`config.mk`:
```
export PLATFORM = sky130hd
export DESIGN_NAME = flash_protect_boot_map
export DESIGN_NICKNAME = d
export VERILOG_FILES = /design/src/inc/flash_pkg.sv /design/src/hdl/flash_protect_boot_map.sv
export SDC_FILE = /design/constraint.sdc
export NUM_CORES = 1
export LEC_CHECK = 0
export BUFFER_PORTS_ARGS = -buffer_cell sky130_fd_sc_hd__buf_2
export CAP_MARGIN = 25
export CORE_MARGIN = 2
export CORE_UTILIZATION = 34
export CTS_CLUSTER_DIAMETER = 150
export DETAILED_ROUTE_END_ITERATION = 6
export PLACE_DENSITY = 0.45
export SETUP_SLACK_MARGIN = 0.1
export SYNTH_ARGS = -nofsm -noshare
export SYNTH_HDL_FRONTEND = slang
export SYNTH_SLANG_ARGS = --single-unit
```
`constraint.sdc`:
```
create_clock -name pclk -period 3 [get_ports pclk]
set_clock_uncertainty 0.15 [all_clocks]
set_input_delay 0.6 -clock pclk [delete_from_list [all_inputs] [get_ports pclk]]
set_output_delay 0.6 -clock pclk [all_outputs]
set_load 0.02 [all_outputs]
```
`src/inc/flash_pkg.sv`:
```
// package for the flash protection and boot map controller
// assumes an apb slave on pclk; the array is modelled by its organisation only
package flash_pkg;
   // ==========================================================
   // array organisation
   localparam int PAGE_BYTES = 256;
   localparam int PAGES_SINGLE = 2048;
   localparam int PAGES_PER_BANK = 1024;
   localparam int LOCK_REGIONS = 16;
   localparam int PAGES_PER_REGION = 128;
   localparam int WBUF_BYTES = 128;
   localparam int WBUF_WORDS = WBUF_BYTES / 4;
   localparam int BANK_BYTES = 32'h0004_0000; // 256 kbytes per bank
   localparam int OPT_BITS_SINGLE = 2;
   localparam int OPT_BITS_DUAL = 3;
   // ==========================================================
   // option bit positions
   localparam int OPT_SECURITY = 0;
   localparam int OPT_BOOT_FLASH = 1;
   localparam int OPT_BANK_SEL = 2;
   // ==========================================================
   // system memory map
   localparam logic [31:0] SRAM_BASE = 32'h2000_0000;
   localparam logic [31:0] BITBAND_LO = 32'h2200_0000;
   localparam logic [31:0] BITBAND_HI = 32'h23ff_ffff;
   localparam logic [31:0] ROM_BASE = 32'h0080_0000;
   localparam logic [31:0] BOOT_ADDR = 32'h0000_0000;
   localparam logic [31:0] FLASH_BASE = 32'h0040_0000;
   // ==========================================================
   // apb register offsets
   localparam logic [11:0] OFS_MODE = 12'h000;
   localparam logic [11:0] OFS_CMD = 12'h004;
   localparam logic [11:0] OFS_STATUS = 12'h008;
   localparam logic [11:0] OFS_RESULT = 12'h00c;
   localparam logic [11:0] OFS_LOCKS = 12'h010;
   localparam logic [11:0] OFS_OPTS = 12'h014;
   localparam logic [11:0] OFS_MAP = 12'h018;
   localparam logic [11:0] OFS_ACCESS = 12'h01c;
   localparam logic [11:0] OFS_CALIB = 12'h020;
   localparam logic [11:0] OFS_UID0 = 12'h030;
   localparam logic [11:0] OFS_WBUF = 12'h100;
   // ==========================================================
   // reset values and factory constants (values arbitrary)
   localparam logic [7:0] MODE_RST = 8'h00;
   localparam logic [2:0] OPTS_RST = 3'h0;
   localparam logic [15:0] LOCKS_RST = 16'h0000;
   localparam logic [31:0] CALIB_VAL = 32'h0000_5a5a;
   localparam logic [127:0] UID_VAL = 128'h0123_4567_89ab_cdef_0f1e_2d3c_4b5a_6978;
   localparam int WS_BITS = 4;
   // ==========================================================
   // command opcodes, argument in cmd[23:8]
   typedef enum logic [7:0] {
      CMD_DESC = 8'h00, CMD_PROG = 8'h01, CMD_ERASE_PAGE = 8'h02, CMD_ERASE_ALL = 8'h05,
      CMD_SET_LOCK = 8'h08, CMD_CLR_LOCK = 8'h09, CMD_SET_OPT = 8'h0b, CMD_CLR_OPT = 8'h0c
   } cmd_e;
   // descriptor word count
   localparam int DESC_WORDS = 6;
   // ==========================================================
   typedef struct packed {
      logic lock_error;
      logic cmd_error;
      logic busy;
      logic ready;
   } status_s;
   typedef struct packed {
      logic [WS_BITS-1:0] wait_states;
      logic narrow_read; // 1: 64-bit array reads
   } mode_s;
endpackage : flash_pkg

```
`src/hdl/flash_protect_boot_map.sv`:
```
// flash protection, option bits, boot map and write buffer control
// assumes apb master on pclk, wipe pin already debounced and synchronous to pclk
// ==========================================================
// How it works
// - single-bank build: one bank of 2048 pages of 256 bytes
// - dual-bank build: two banks of 1024 pages of 256 bytes
// - 128-byte write buffer filled through 32-bit words before programming
// - array read width selectable: 128 bits fast or 64 bits low current
// - sixteen lock regions of 128 pages, one lock bit each
// - program or erase on a locked region aborts and raises an event
// - set-lock protects the addressed region, clear-lock removes it
// - wipe pin clears every lock bit
// - security bit blocks debug and fast programming access to everything
// - security set only by command; cleared only by wipe then full erase
// - calibration bits and unique id are read-only and survive wipe
// - sram at 0x2000_0000, bit-band alias 0x2200_0000 to 0x23ff_ffff
// - boot rom always mapped at 0x0080_0000
// - boot at 0x0: flash if option bit 1 set, else rom
// - wipe clears option bit 1 so next boot is from rom
// - dual-bank: option bit 2 is a bank-select bit the boot map ignores; wipe clears it
// - two option bits single-bank, three dual-bank, set and clear commands
// - one controller; never program both banks nor read both at once
// - dual-bank: first 256 kbytes bank 0, next 256 kbytes bank 1
// - descriptor command streams six organisation words into result; only the last, pages per region, remains
module flash_protect_boot_map #(
   parameter bit DUAL_BANK = 1'b1
) (
   // apb
   input wire logic pclk,
   input wire logic presetn,
   input wire logic psel,
   input wire logic penable,
   input wire logic pwrite,
   input wire logic [11:0] paddr,
   input wire logic [31:0] pwdata,
   output logic [31:0] prdata,
   output logic pready,
   output logic pslverr,
   // wipe pin, level
   input wire logic wipe_pin,
   // external access requests
   input wire logic debug_req,
   input wire logic fast_prog_req,
   input wire logic [31:0] sys_addr,
   // array read requests per bank
   input wire logic [1:0] bank_read_req,
   // status outputs
   output logic debug_grant,
   output logic fast_prog_grant,
   output logic [2:0] sys_target, // 0 none,1 sram,2 bitband,3 rom,4 flash
   output logic [1:0] bank_read_grant,
   output logic [1:0] bank_prog_active,
   output logic [1:0] read_width_sel, // 01 = 64 bit, 10 = 128 bit
   output logic cmd_done_pulse,
   output logic lock_abort_pulse
);
   // ==========================================================
   // state
   typedef enum {ST_IDLE, ST_EXEC, ST_DESC} seq_e;
   seq_e state_reg, state_next;
   flash_pkg::mode_s mode_reg;
   logic [15:0] locks_reg;
   logic [2:0] opts_reg;
   logic lock_err_reg, cmd_err_reg, wiped_reg;
   logic [7:0] op_reg;
   logic [15:0] arg_reg;
   logic [31:0] result_reg;
   logic [2:0] desc_idx_reg;
   logic [31:0] wbuf [flash_pkg::WBUF_WORDS];
   logic [1:0] prog_bank_reg;

   // ==========================================================
   // apb decode
   wire logic acc = psel & penable;
   wire logic wr = acc & pwrite;
   wire logic rd = acc & ~pwrite;
   wire logic in_wbuf = paddr[11:7] == flash_pkg::OFS_WBUF[11:7];
   wire logic [4:0] wb_idx = paddr[6:2];
   wire logic busy = state_reg != ST_IDLE;
   wire logic wr_cmd = wr & (paddr == flash_pkg::OFS_CMD) & ~busy;
   wire logic rd_status = rd & (paddr == flash_pkg::OFS_STATUS);
   wire logic known = in_wbuf | (paddr == flash_pkg::OFS_MODE) |
      (paddr == flash_pkg::OFS_CMD) | (paddr == flash_pkg::OFS_STATUS) |
      (paddr == flash_pkg::OFS_RESULT) | (paddr == flash_pkg::OFS_LOCKS) |
      (paddr == flash_pkg::OFS_OPTS) | (paddr == flash_pkg::OFS_MAP) |
      (paddr == flash_pkg::OFS_ACCESS) | (paddr == flash_pkg::OFS_CALIB) |
      (paddr[11:4] == flash_pkg::OFS_UID0[11:4]);

   // ==========================================================
   // command argument decode: page number for program and erase
   wire logic [7:0] cmd_op = op_reg;
   wire logic [10:0] page = arg_reg[10:0];
   wire logic [3:0] region = arg_reg[10:7]; // 128 pages per region
   wire logic page_ok = DUAL_BANK ? ({1'b0, page} < 12'(2 * flash_pkg::PAGES_PER_BANK))
                                  : ({1'b0, page} < 12'(flash_pkg::PAGES_SINGLE));
   wire logic [1:0] nopts = DUAL_BANK ? 2'(flash_pkg::OPT_BITS_DUAL)
                                      : 2'(flash_pkg::OPT_BITS_SINGLE);
   wire logic opt_ok = arg_reg[1:0] < nopts;
   wire logic is_pe = (cmd_op == flash_pkg::CMD_PROG) | (cmd_op == flash_pkg::CMD_ERASE_PAGE);
   wire logic lock_hit = is_pe & locks_reg[region];
   wire logic any_lock = |locks_reg;
   // first 1024 pages are bank 0, next bank 1
   wire logic page_bank = DUAL_BANK & page[10];

   // ==========================================================
   // descriptor words
   logic [31:0] desc_word;
   always_comb begin
      case (desc_idx_reg)
         3'h0: desc_word = DUAL_BANK ? 32'h0000_0002 : 32'h0000_0001;
         3'h1: desc_word = 32'(flash_pkg::PAGE_BYTES);
         3'h2: desc_word = DUAL_BANK ? 32'(flash_pkg::PAGES_PER_BANK)
                                     : 32'(flash_pkg::PAGES_SINGLE);
         3'h3: desc_word = 32'(flash_pkg::WBUF_BYTES);
         3'h4: desc_word = 32'(flash_pkg::LOCK_REGIONS);
         3'h5: desc_word = 32'(flash_pkg::PAGES_PER_REGION);
         default: desc_word = 32'h0000_0000;
      endcase
   end

   // ==========================================================
   // sequencer
   always_comb begin
      state_next = state_reg;
      case (state_reg)
         ST_IDLE: if (wr_cmd) state_next = (pwdata[7:0] == flash_pkg::CMD_DESC) ? ST_DESC : ST_EXEC;
         ST_EXEC: state_next = ST_IDLE;
         ST_DESC: if (desc_idx_reg == 3'(flash_pkg::DESC_WORDS - 1)) state_next = ST_IDLE;
         default: state_next = ST_IDLE;
      endcase
   end

   wire logic exec = state_reg == ST_EXEC;
   wire logic run_ok = exec & ~lock_hit;
   wire logic bad_arg = exec & ((is_pe & ~page_ok) |
      (((cmd_op == flash_pkg::CMD_SET_OPT) | (cmd_op == flash_pkg::CMD_CLR_OPT)) & ~opt_ok));
   wire logic do_set_lock = run_ok & ~bad_arg & (cmd_op == flash_pkg::CMD_SET_LOCK);
   wire logic do_clr_lock = run_ok & ~bad_arg & (cmd_op == flash_pkg::CMD_CLR_LOCK);
   wire logic do_set_opt = run_ok & ~bad_arg & (cmd_op == flash_pkg::CMD_SET_OPT);
   wire logic do_clr_opt = run_ok & ~bad_arg & (cmd_op == flash_pkg::CMD_CLR_OPT) &
      (arg_reg[1:0] != 2'(flash_pkg::OPT_SECURITY)); // security never cleared by the clear-option command
   wire logic do_erase_all = run_ok & (cmd_op == flash_pkg::CMD_ERASE_ALL) & ~any_lock;
   wire logic do_prog = run_ok & ~bad_arg & is_pe;
   wire logic bad_op = exec & ~(is_pe | (cmd_op == flash_pkg::CMD_SET_LOCK) |
      (cmd_op == flash_pkg::CMD_CLR_LOCK) | (cmd_op == flash_pkg::CMD_SET_OPT) |
      (cmd_op == flash_pkg::CMD_CLR_OPT) | (cmd_op == flash_pkg::CMD_ERASE_ALL));
   // full erase with any lock set aborts like a locked page
   wire logic lock_abort = exec & (lock_hit | ((cmd_op == flash_pkg::CMD_ERASE_ALL) & any_lock));

   // ==========================================================
   // option and lock next values
   logic [15:0] locks_next;
   logic [2:0] opts_next;
   always_comb begin
      locks_next = locks_reg;
      opts_next = opts_reg;
      if (do_set_lock) locks_next[arg_reg[3:0]] = 1'b1;
      if (do_clr_lock) locks_next[arg_reg[3:0]] = 1'b0;
      if (do_set_opt) opts_next[arg_reg[1:0]] = 1'b1;
      if (do_clr_opt) opts_next[arg_reg[1:0]] = 1'b0;
      if (do_erase_all && wiped_reg) opts_next[flash_pkg::OPT_SECURITY] = 1'b0;
      if (wipe_pin) begin
         locks_next = flash_pkg::LOCKS_RST;
         opts_next[flash_pkg::OPT_BOOT_FLASH] = 1'b0;
         opts_next[flash_pkg::OPT_BANK_SEL] = 1'b0;
      end
      if (!DUAL_BANK) opts_next[flash_pkg::OPT_BANK_SEL] = 1'b0;
   end

   // ==========================================================
   // control registers
   always_ff @(posedge pclk or negedge presetn) begin
      if (!presetn) begin
         state_reg <= ST_IDLE;
         mode_reg <= flash_pkg::MODE_RST[flash_pkg::WS_BITS:0];
         locks_reg <= flash_pkg::LOCKS_RST;
         opts_reg <= flash_pkg::OPTS_RST;
         op_reg <= 8'h00;
         arg_reg <= 16'h0000;
         desc_idx_reg <= 3'h0;
         wiped_reg <= 1'b0;
      end else begin
         state_reg <= state_next;
         locks_reg <= locks_next;
         opts_reg <= opts_next;
         if (wr & (paddr == flash_pkg::OFS_MODE))
            mode_reg <= pwdata[flash_pkg::WS_BITS:0];
         if (wr_cmd) begin
            op_reg <= pwdata[7:0];
            arg_reg <= pwdata[23:8];
         end
         desc_idx_reg <= (state_reg == ST_DESC) ? desc_idx_reg + 3'h1 : 3'h0;
         // a wipe arms the security release for the next full erase
         if (wipe_pin) wiped_reg <= 1'b1;
         else if (do_erase_all) wiped_reg <= 1'b0;
      end
   end

   // ==========================================================
   // error flags: set wins over the read that clears
   always_ff @(posedge pclk or negedge presetn) begin
      if (!presetn) begin
         lock_err_reg <= 1'b0;
         cmd_err_reg <= 1'b0;
      end else begin
         lock_err_reg <= lock_abort | (lock_err_reg & ~rd_status);
         cmd_err_reg <= bad_arg | bad_op | (cmd_err_reg & ~rd_status);
      end
   end

   // ==========================================================
   // result word and write buffer; descriptor streams into result
   always_ff @(posedge pclk or negedge presetn) begin
      if (!presetn) begin
         result_reg <= 32'h0000_0000;
         prog_bank_reg <= 2'h0;
      end else begin
         if (state_reg == ST_DESC) result_reg <= desc_word;
         // one bank programs per command, never both
         prog_bank_reg <= do_prog ? (page_bank ? 2'b10 : 2'b01) : 2'b00;
      end
   end
   // memory has no reset; software fills it before each program
   always_ff @(posedge pclk) begin
      if (wr & in_wbuf) wbuf[wb_idx] <= pwdata;
   end

   // ==========================================================
   // memory map decode
   wire logic boot_flash = opts_reg[flash_pkg::OPT_BOOT_FLASH];
   wire logic hit_boot = sys_addr < flash_pkg::FLASH_BASE;
   wire logic hit_rom = sys_addr[31:23] == flash_pkg::ROM_BASE[31:23];
   wire logic hit_flash = (sys_addr >= flash_pkg::FLASH_BASE) &
      (sys_addr < flash_pkg::FLASH_BASE + 32'(2 * flash_pkg::BANK_BYTES));
   wire logic hit_sram = (sys_addr >= flash_pkg::SRAM_BASE) & (sys_addr < flash_pkg::BITBAND_LO);
   wire logic hit_band = (sys_addr >= flash_pkg::BITBAND_LO) & (sys_addr <= flash_pkg::BITBAND_HI);
   logic [2:0] target;
   always_comb begin
      target = 3'h0;
      if (hit_boot) target = boot_flash ? 3'h4 : 3'h3;
      else if (hit_rom) target = 3'h3; // rom stays here whatever the boot bit
      else if (hit_flash) target = 3'h4;
      else if (hit_sram) target = 3'h1;
      else if (hit_band) target = 3'h2;
   end

   // ==========================================================
   // bank read arbitration: only one bank read at a time, never the one programming
   wire logic sec = opts_reg[flash_pkg::OPT_SECURITY];
   wire logic [1:0] rd_ok = bank_read_req & ~prog_bank_reg;
   wire logic [1:0] rd_gnt = rd_ok[0] ? 2'b01 : (DUAL_BANK ? {rd_ok[1], 1'b0} : 2'b00);

   // ==========================================================
   // registered outputs
   always_ff @(posedge pclk or negedge presetn) begin
      if (!presetn) begin
         debug_grant <= 1'b0;
         fast_prog_grant <= 1'b0;
         sys_target <= 3'h0;
         bank_read_grant <= 2'b00;
         bank_prog_active <= 2'b00;
         read_width_sel <= 2'b10;
         cmd_done_pulse <= 1'b0;
         lock_abort_pulse <= 1'b0;
      end else begin
         debug_grant <= debug_req & ~sec;
         fast_prog_grant <= fast_prog_req & ~sec;
         sys_target <= target;
         bank_read_grant <= rd_gnt;
         bank_prog_active <= prog_bank_reg;
         read_width_sel <= mode_reg.narrow_read ? 2'b01 : 2'b10;
         cmd_done_pulse <= exec | ((state_reg == ST_DESC) & (state_next == ST_IDLE));
         lock_abort_pulse <= lock_abort;
      end
   end

   // ==========================================================
   // apb read mux; calibration and id are constants, no write reaches them
   flash_pkg::status_s st;
   assign st = '{lock_error: lock_err_reg, cmd_error: cmd_err_reg, busy: busy, ready: ~busy};
   logic [31:0] rmux;
   always_comb begin
      rmux = 32'h0000_0000;
      if (in_wbuf) rmux = wbuf[wb_idx];
      else begin
         case (paddr)
            flash_pkg::OFS_MODE: rmux = 32'(mode_reg);
            flash_pkg::OFS_STATUS: rmux = 32'(st);
            flash_pkg::OFS_RESULT: rmux = result_reg;
            flash_pkg::OFS_LOCKS: rmux = 32'(locks_reg);
            flash_pkg::OFS_OPTS: rmux = 32'(opts_reg);
            flash_pkg::OFS_MAP: rmux = {29'h0, target};
            flash_pkg::OFS_ACCESS: rmux = {30'h0, bank_prog_active};
            flash_pkg::OFS_CALIB: rmux = flash_pkg::CALIB_VAL;
            12'h030: rmux = flash_pkg::UID_VAL[31:0];
            12'h034: rmux = flash_pkg::UID_VAL[63:32];
            12'h038: rmux = flash_pkg::UID_VAL[95:64];
            12'h03c: rmux = flash_pkg::UID_VAL[127:96];
            default: rmux = 32'h0000_0000;
         endcase
      end
   end

   // ==========================================================
   // apb answer: one setup plus one access cycle, registered
   always_ff @(posedge pclk or negedge presetn) begin
      if (!presetn) begin
         prdata <= 32'h0000_0000;
         pready <= 1'b0;
         pslverr <= 1'b0;
      end else begin
         pready <= psel & ~penable;
         pslverr <= psel & ~penable & (~known | (pwrite & (paddr == flash_pkg::OFS_CMD) & busy));
         prdata <= (psel & ~penable & ~pwrite) ? rmux : 32'h0000_0000;
      end
   end
endmodule : flash_protect_boot_map

```
==> results.cfg <==
[cells_and_area]
layout_common_cells = edfxtp_1 (1024), mux4_2 (237), buf_4 (190), dfrtp_1 (131), clkbuf_16 (120)
final_common_cell = edfxtp_1
fill_cells = 11500
syn2layout_area_growth_pct = 21.8
fin_nets = 2742
layout.cells.non_filler = 4500
stdcell_area_um2 = 54400
drive_above_1_share_pct = 32.9
largest_reg_flops = 1024
final_util_pct = 41.8

[global_route]
antenna_found_initial = 16
grt_pass1_vias = 25000
grt_pass1_wl_um = 197000
grtUsageTotal_pct = 21.0
grt_overflow_total = 0
grt_max_degree = 61

[sta]
fin_crit_sh_pct = 89.4
tns_ns = 0
finalSetupViolations = 0
rsz0062_at_grt = false
fmax_ghz = 0.373
worst_pin_slew_ns = 0.815
post-route-min-period_ns = 2.68
max_slew_margin_pct = 44.3
fin_hold_ws_ns = 0.0904
finalMaxSlewViolations = 0
hold_viol_final = 0

[critical_path]
crit_chain = buf_2, and2_0, nand2_2, buf_4, o22ai_1, nor3_1, o21ai_0, o21ai_0
startpoint_type = primary input
ff2ff_setup_slack_ns = 0.42
r2r_cells = 7
cp_common_cell = o21ai_0
path_max_fanout = 8
crit_type = in -> reg
max_stage_delay_ns = 0.58
crit_arrival_ns = 3.10
crit_slowest_cell = o21ai_0
cp-end-kind = flip-flop
required_ns = 3.42

[floorplan]
core_area_um2 = 130000
row_count = 132
die-area_um2 = 134000
die_x_um = 366
io_pins = 133
start_util_pct = 34.3
die_h_um = 366

[place]
placed_area_um2 = 50400
gp_congestion = 0.856
post-dp-hpwl_um = 91500
portBuffers = 113
place_inst = 4260

[logic_synthesis]
synthXorXnorAreaFrac_pct = 0.0392
avgSynthCellArea_um2 = 20.3
synth_warnings = 0
synth.distinct_cells = 81
synthAdderAreaFrac_pct = 0.112
ys_seq_elements = 1156
synthArstFlopShare_pct = 11.4
synth_edf_count = 1024
synth-compound-area-share_pct = 3.68
synthSimpleGateAreaFrac_pct = 3.88
synth_top_family_by_area = multiplexers
synth_cells = 2204
netlist_area_um2 = 44600
synth_ff_type = edfxtp_1
ys_seq_area_share_pct = 76.3
muxShareOfSynthArea_pct = 14.2

[power_and_ir_drop]
power.density_nw_per_um2 = 623
comb_power_share_pct = 4.8
p_int_mw = 26.5
switching_share_pct = 21.8
leakage_nw = 18.3
seqPwrFrac_pct = 51.8
switchingPower_mw = 7.40
p_clk_share_pct = 43.3
max-vdd-ir-drop_uv = 405

[cts]
htree_levels = 3
clk_pin_slew_worst_paths_ns = 0.06
clock_path_buffers = 3
root_buffer = clkbuf_16
cts.repair.resized = 0
cts_setup_buffers = 0
cts_buffers = 120
cts_tree = done
clock_latency_ns = 0.75
cts_sinks = 1156
ctsHoldBuffers = 12

[run]
drv_cap = 0

[route]
drc_errors = 0
num_vias = 24300
drt_pre_antenna_iters = 6
wl_um = 142000
ant_nets = 0
wire_per_inst_um = 31.5
detail_route.vias_per_cell = 5.40
drtIter0Drc = 2742

[min_path]
hold_depth = 4
hp-class = in -> reg

[outcome]
status = finished clean
[cell families (layout without fill, tap and decap cells)]
kind of cell             Yosys count  in the layout
AND/OR/NAND/NOR                  333            333
buffers and inverters            124            648
XOR/XNOR                           2              2
flip-flops                      1156           1156
other                              1             31
AO/OA/AOI/OAI                    251            251
adder cells (fa/ha/maj)            4              4
multiplexers                     333            333
[worst paths after layout]
path,startpoint,endpoint
min reg2reg,prog_bank_reg[0],bank_prog_active[0]
max reg2reg,state_reg[7],arg_reg[9]
max in group asynchronous,presetn,prdata[29]
min in group asynchronous,presetn,prdata[23]
min,penable,lock_err_reg
max,paddr[4],prdata[26]
[layer usage]
| layer | track usage [%] | wire (um) | up-vias |
|---|---|---|---|
| met5 | 0 | 12 | - |
| met4 | 5.76 | 3440 | 2 |
| met3 | 2.80 | 7970 | 160 |
| met2 | 34.5 | 68600 | 888 |
| met1 | 29.5 | 61800 | 13200 |
| li1 | - | - | 10000 |
[area by class of cell]
type / count / area [um^2] / share of cell area (%)
Tap cell: 1742 / 2180 / 4.01
Clock buffer: 147 / 3160 / 5.82
Clock inverter: 80 / 736 / 1.35
Sequential cell: 1156 / 34100 / 62.6
Inverter: 12 / 45.0 / 0.0828
Multi-Input combinational cell: 953 / 10200 / 18.7
Antenna cell: 1 / 2.50 / 0.00460
Timing Repair Buffer: 409 / 4040 / 7.42
[cell usage after synthesis, types with 4 or more instances]
cell type  instances  area share, %
a32oi_1            6           0.12
nand3_1           20           0.22
nand2b_1          18           0.25
a211oi_1          11           0.18
o21a_1             4          0.067
buf_1              4          0.034
a21oi_1           50           0.56
mux4_2           237             12
o21ai_1            4          0.045
inv_1             12           0.10
mux2i_1           59            1.3
nor2_1            98           0.82
or2_2              4          0.056
mux2_1             8           0.20
a221oi_1           9           0.18
nor2b_1           23           0.32
or3_1             17           0.24
ha_1               4           0.11
a31oi_1            7          0.098
nor3_1            25           0.28
buf_4             17           0.29
dfrtp_1          131            7.3
edfxtp_1        1024             69
and2_1             5          0.070
o21ai_0           31           0.35
a22oi_1           13           0.22
nor4_1            28           0.39
buf_6             18           0.45
clkbuf_8           6           0.18
buf_8              4           0.13
or4_1              4          0.067
buf_2             22           0.25
nand4_1            8           0.11
o22ai_1           73            1.0
a2111oi_0          7           0.14
nand2_1           56           0.47
mux2_2            29           0.73
clkbuf_1          40           0.34
[power by group through the flow]
stage               combinational [mW]  clock, mW  sequential [mW]
detailed placement                1.64          0             17.9
global placement                  1.62          0             17.9
floorplan                        0.747          0             17.9
finish                            1.64       14.7             17.6
CTS                               1.65       15.0             17.6
global route                      1.74       15.6             17.5
[metrics by stage]
| step | total power, mW | setup WS (ns) |
|---|---|---|
| after floorplan | 18.6 | -0.134 |
| after global placement | 19.5 | -0.404 |
| after detailed placement | 19.5 | -0.380 |
| after CTS | 34.3 | 0.348 |
| after global routing | 34.9 | 0.227 |
| final | 33.9 | 0.318 |
[critical path, delay by kind of cell]
family	cells	cell delay (ns)
buffers and inverters	2	0.43
AND/OR/NAND/NOR	3	1.12
AO/OA/AOI/OAI	3	0.93
Power figures use the tool's default switching activity.
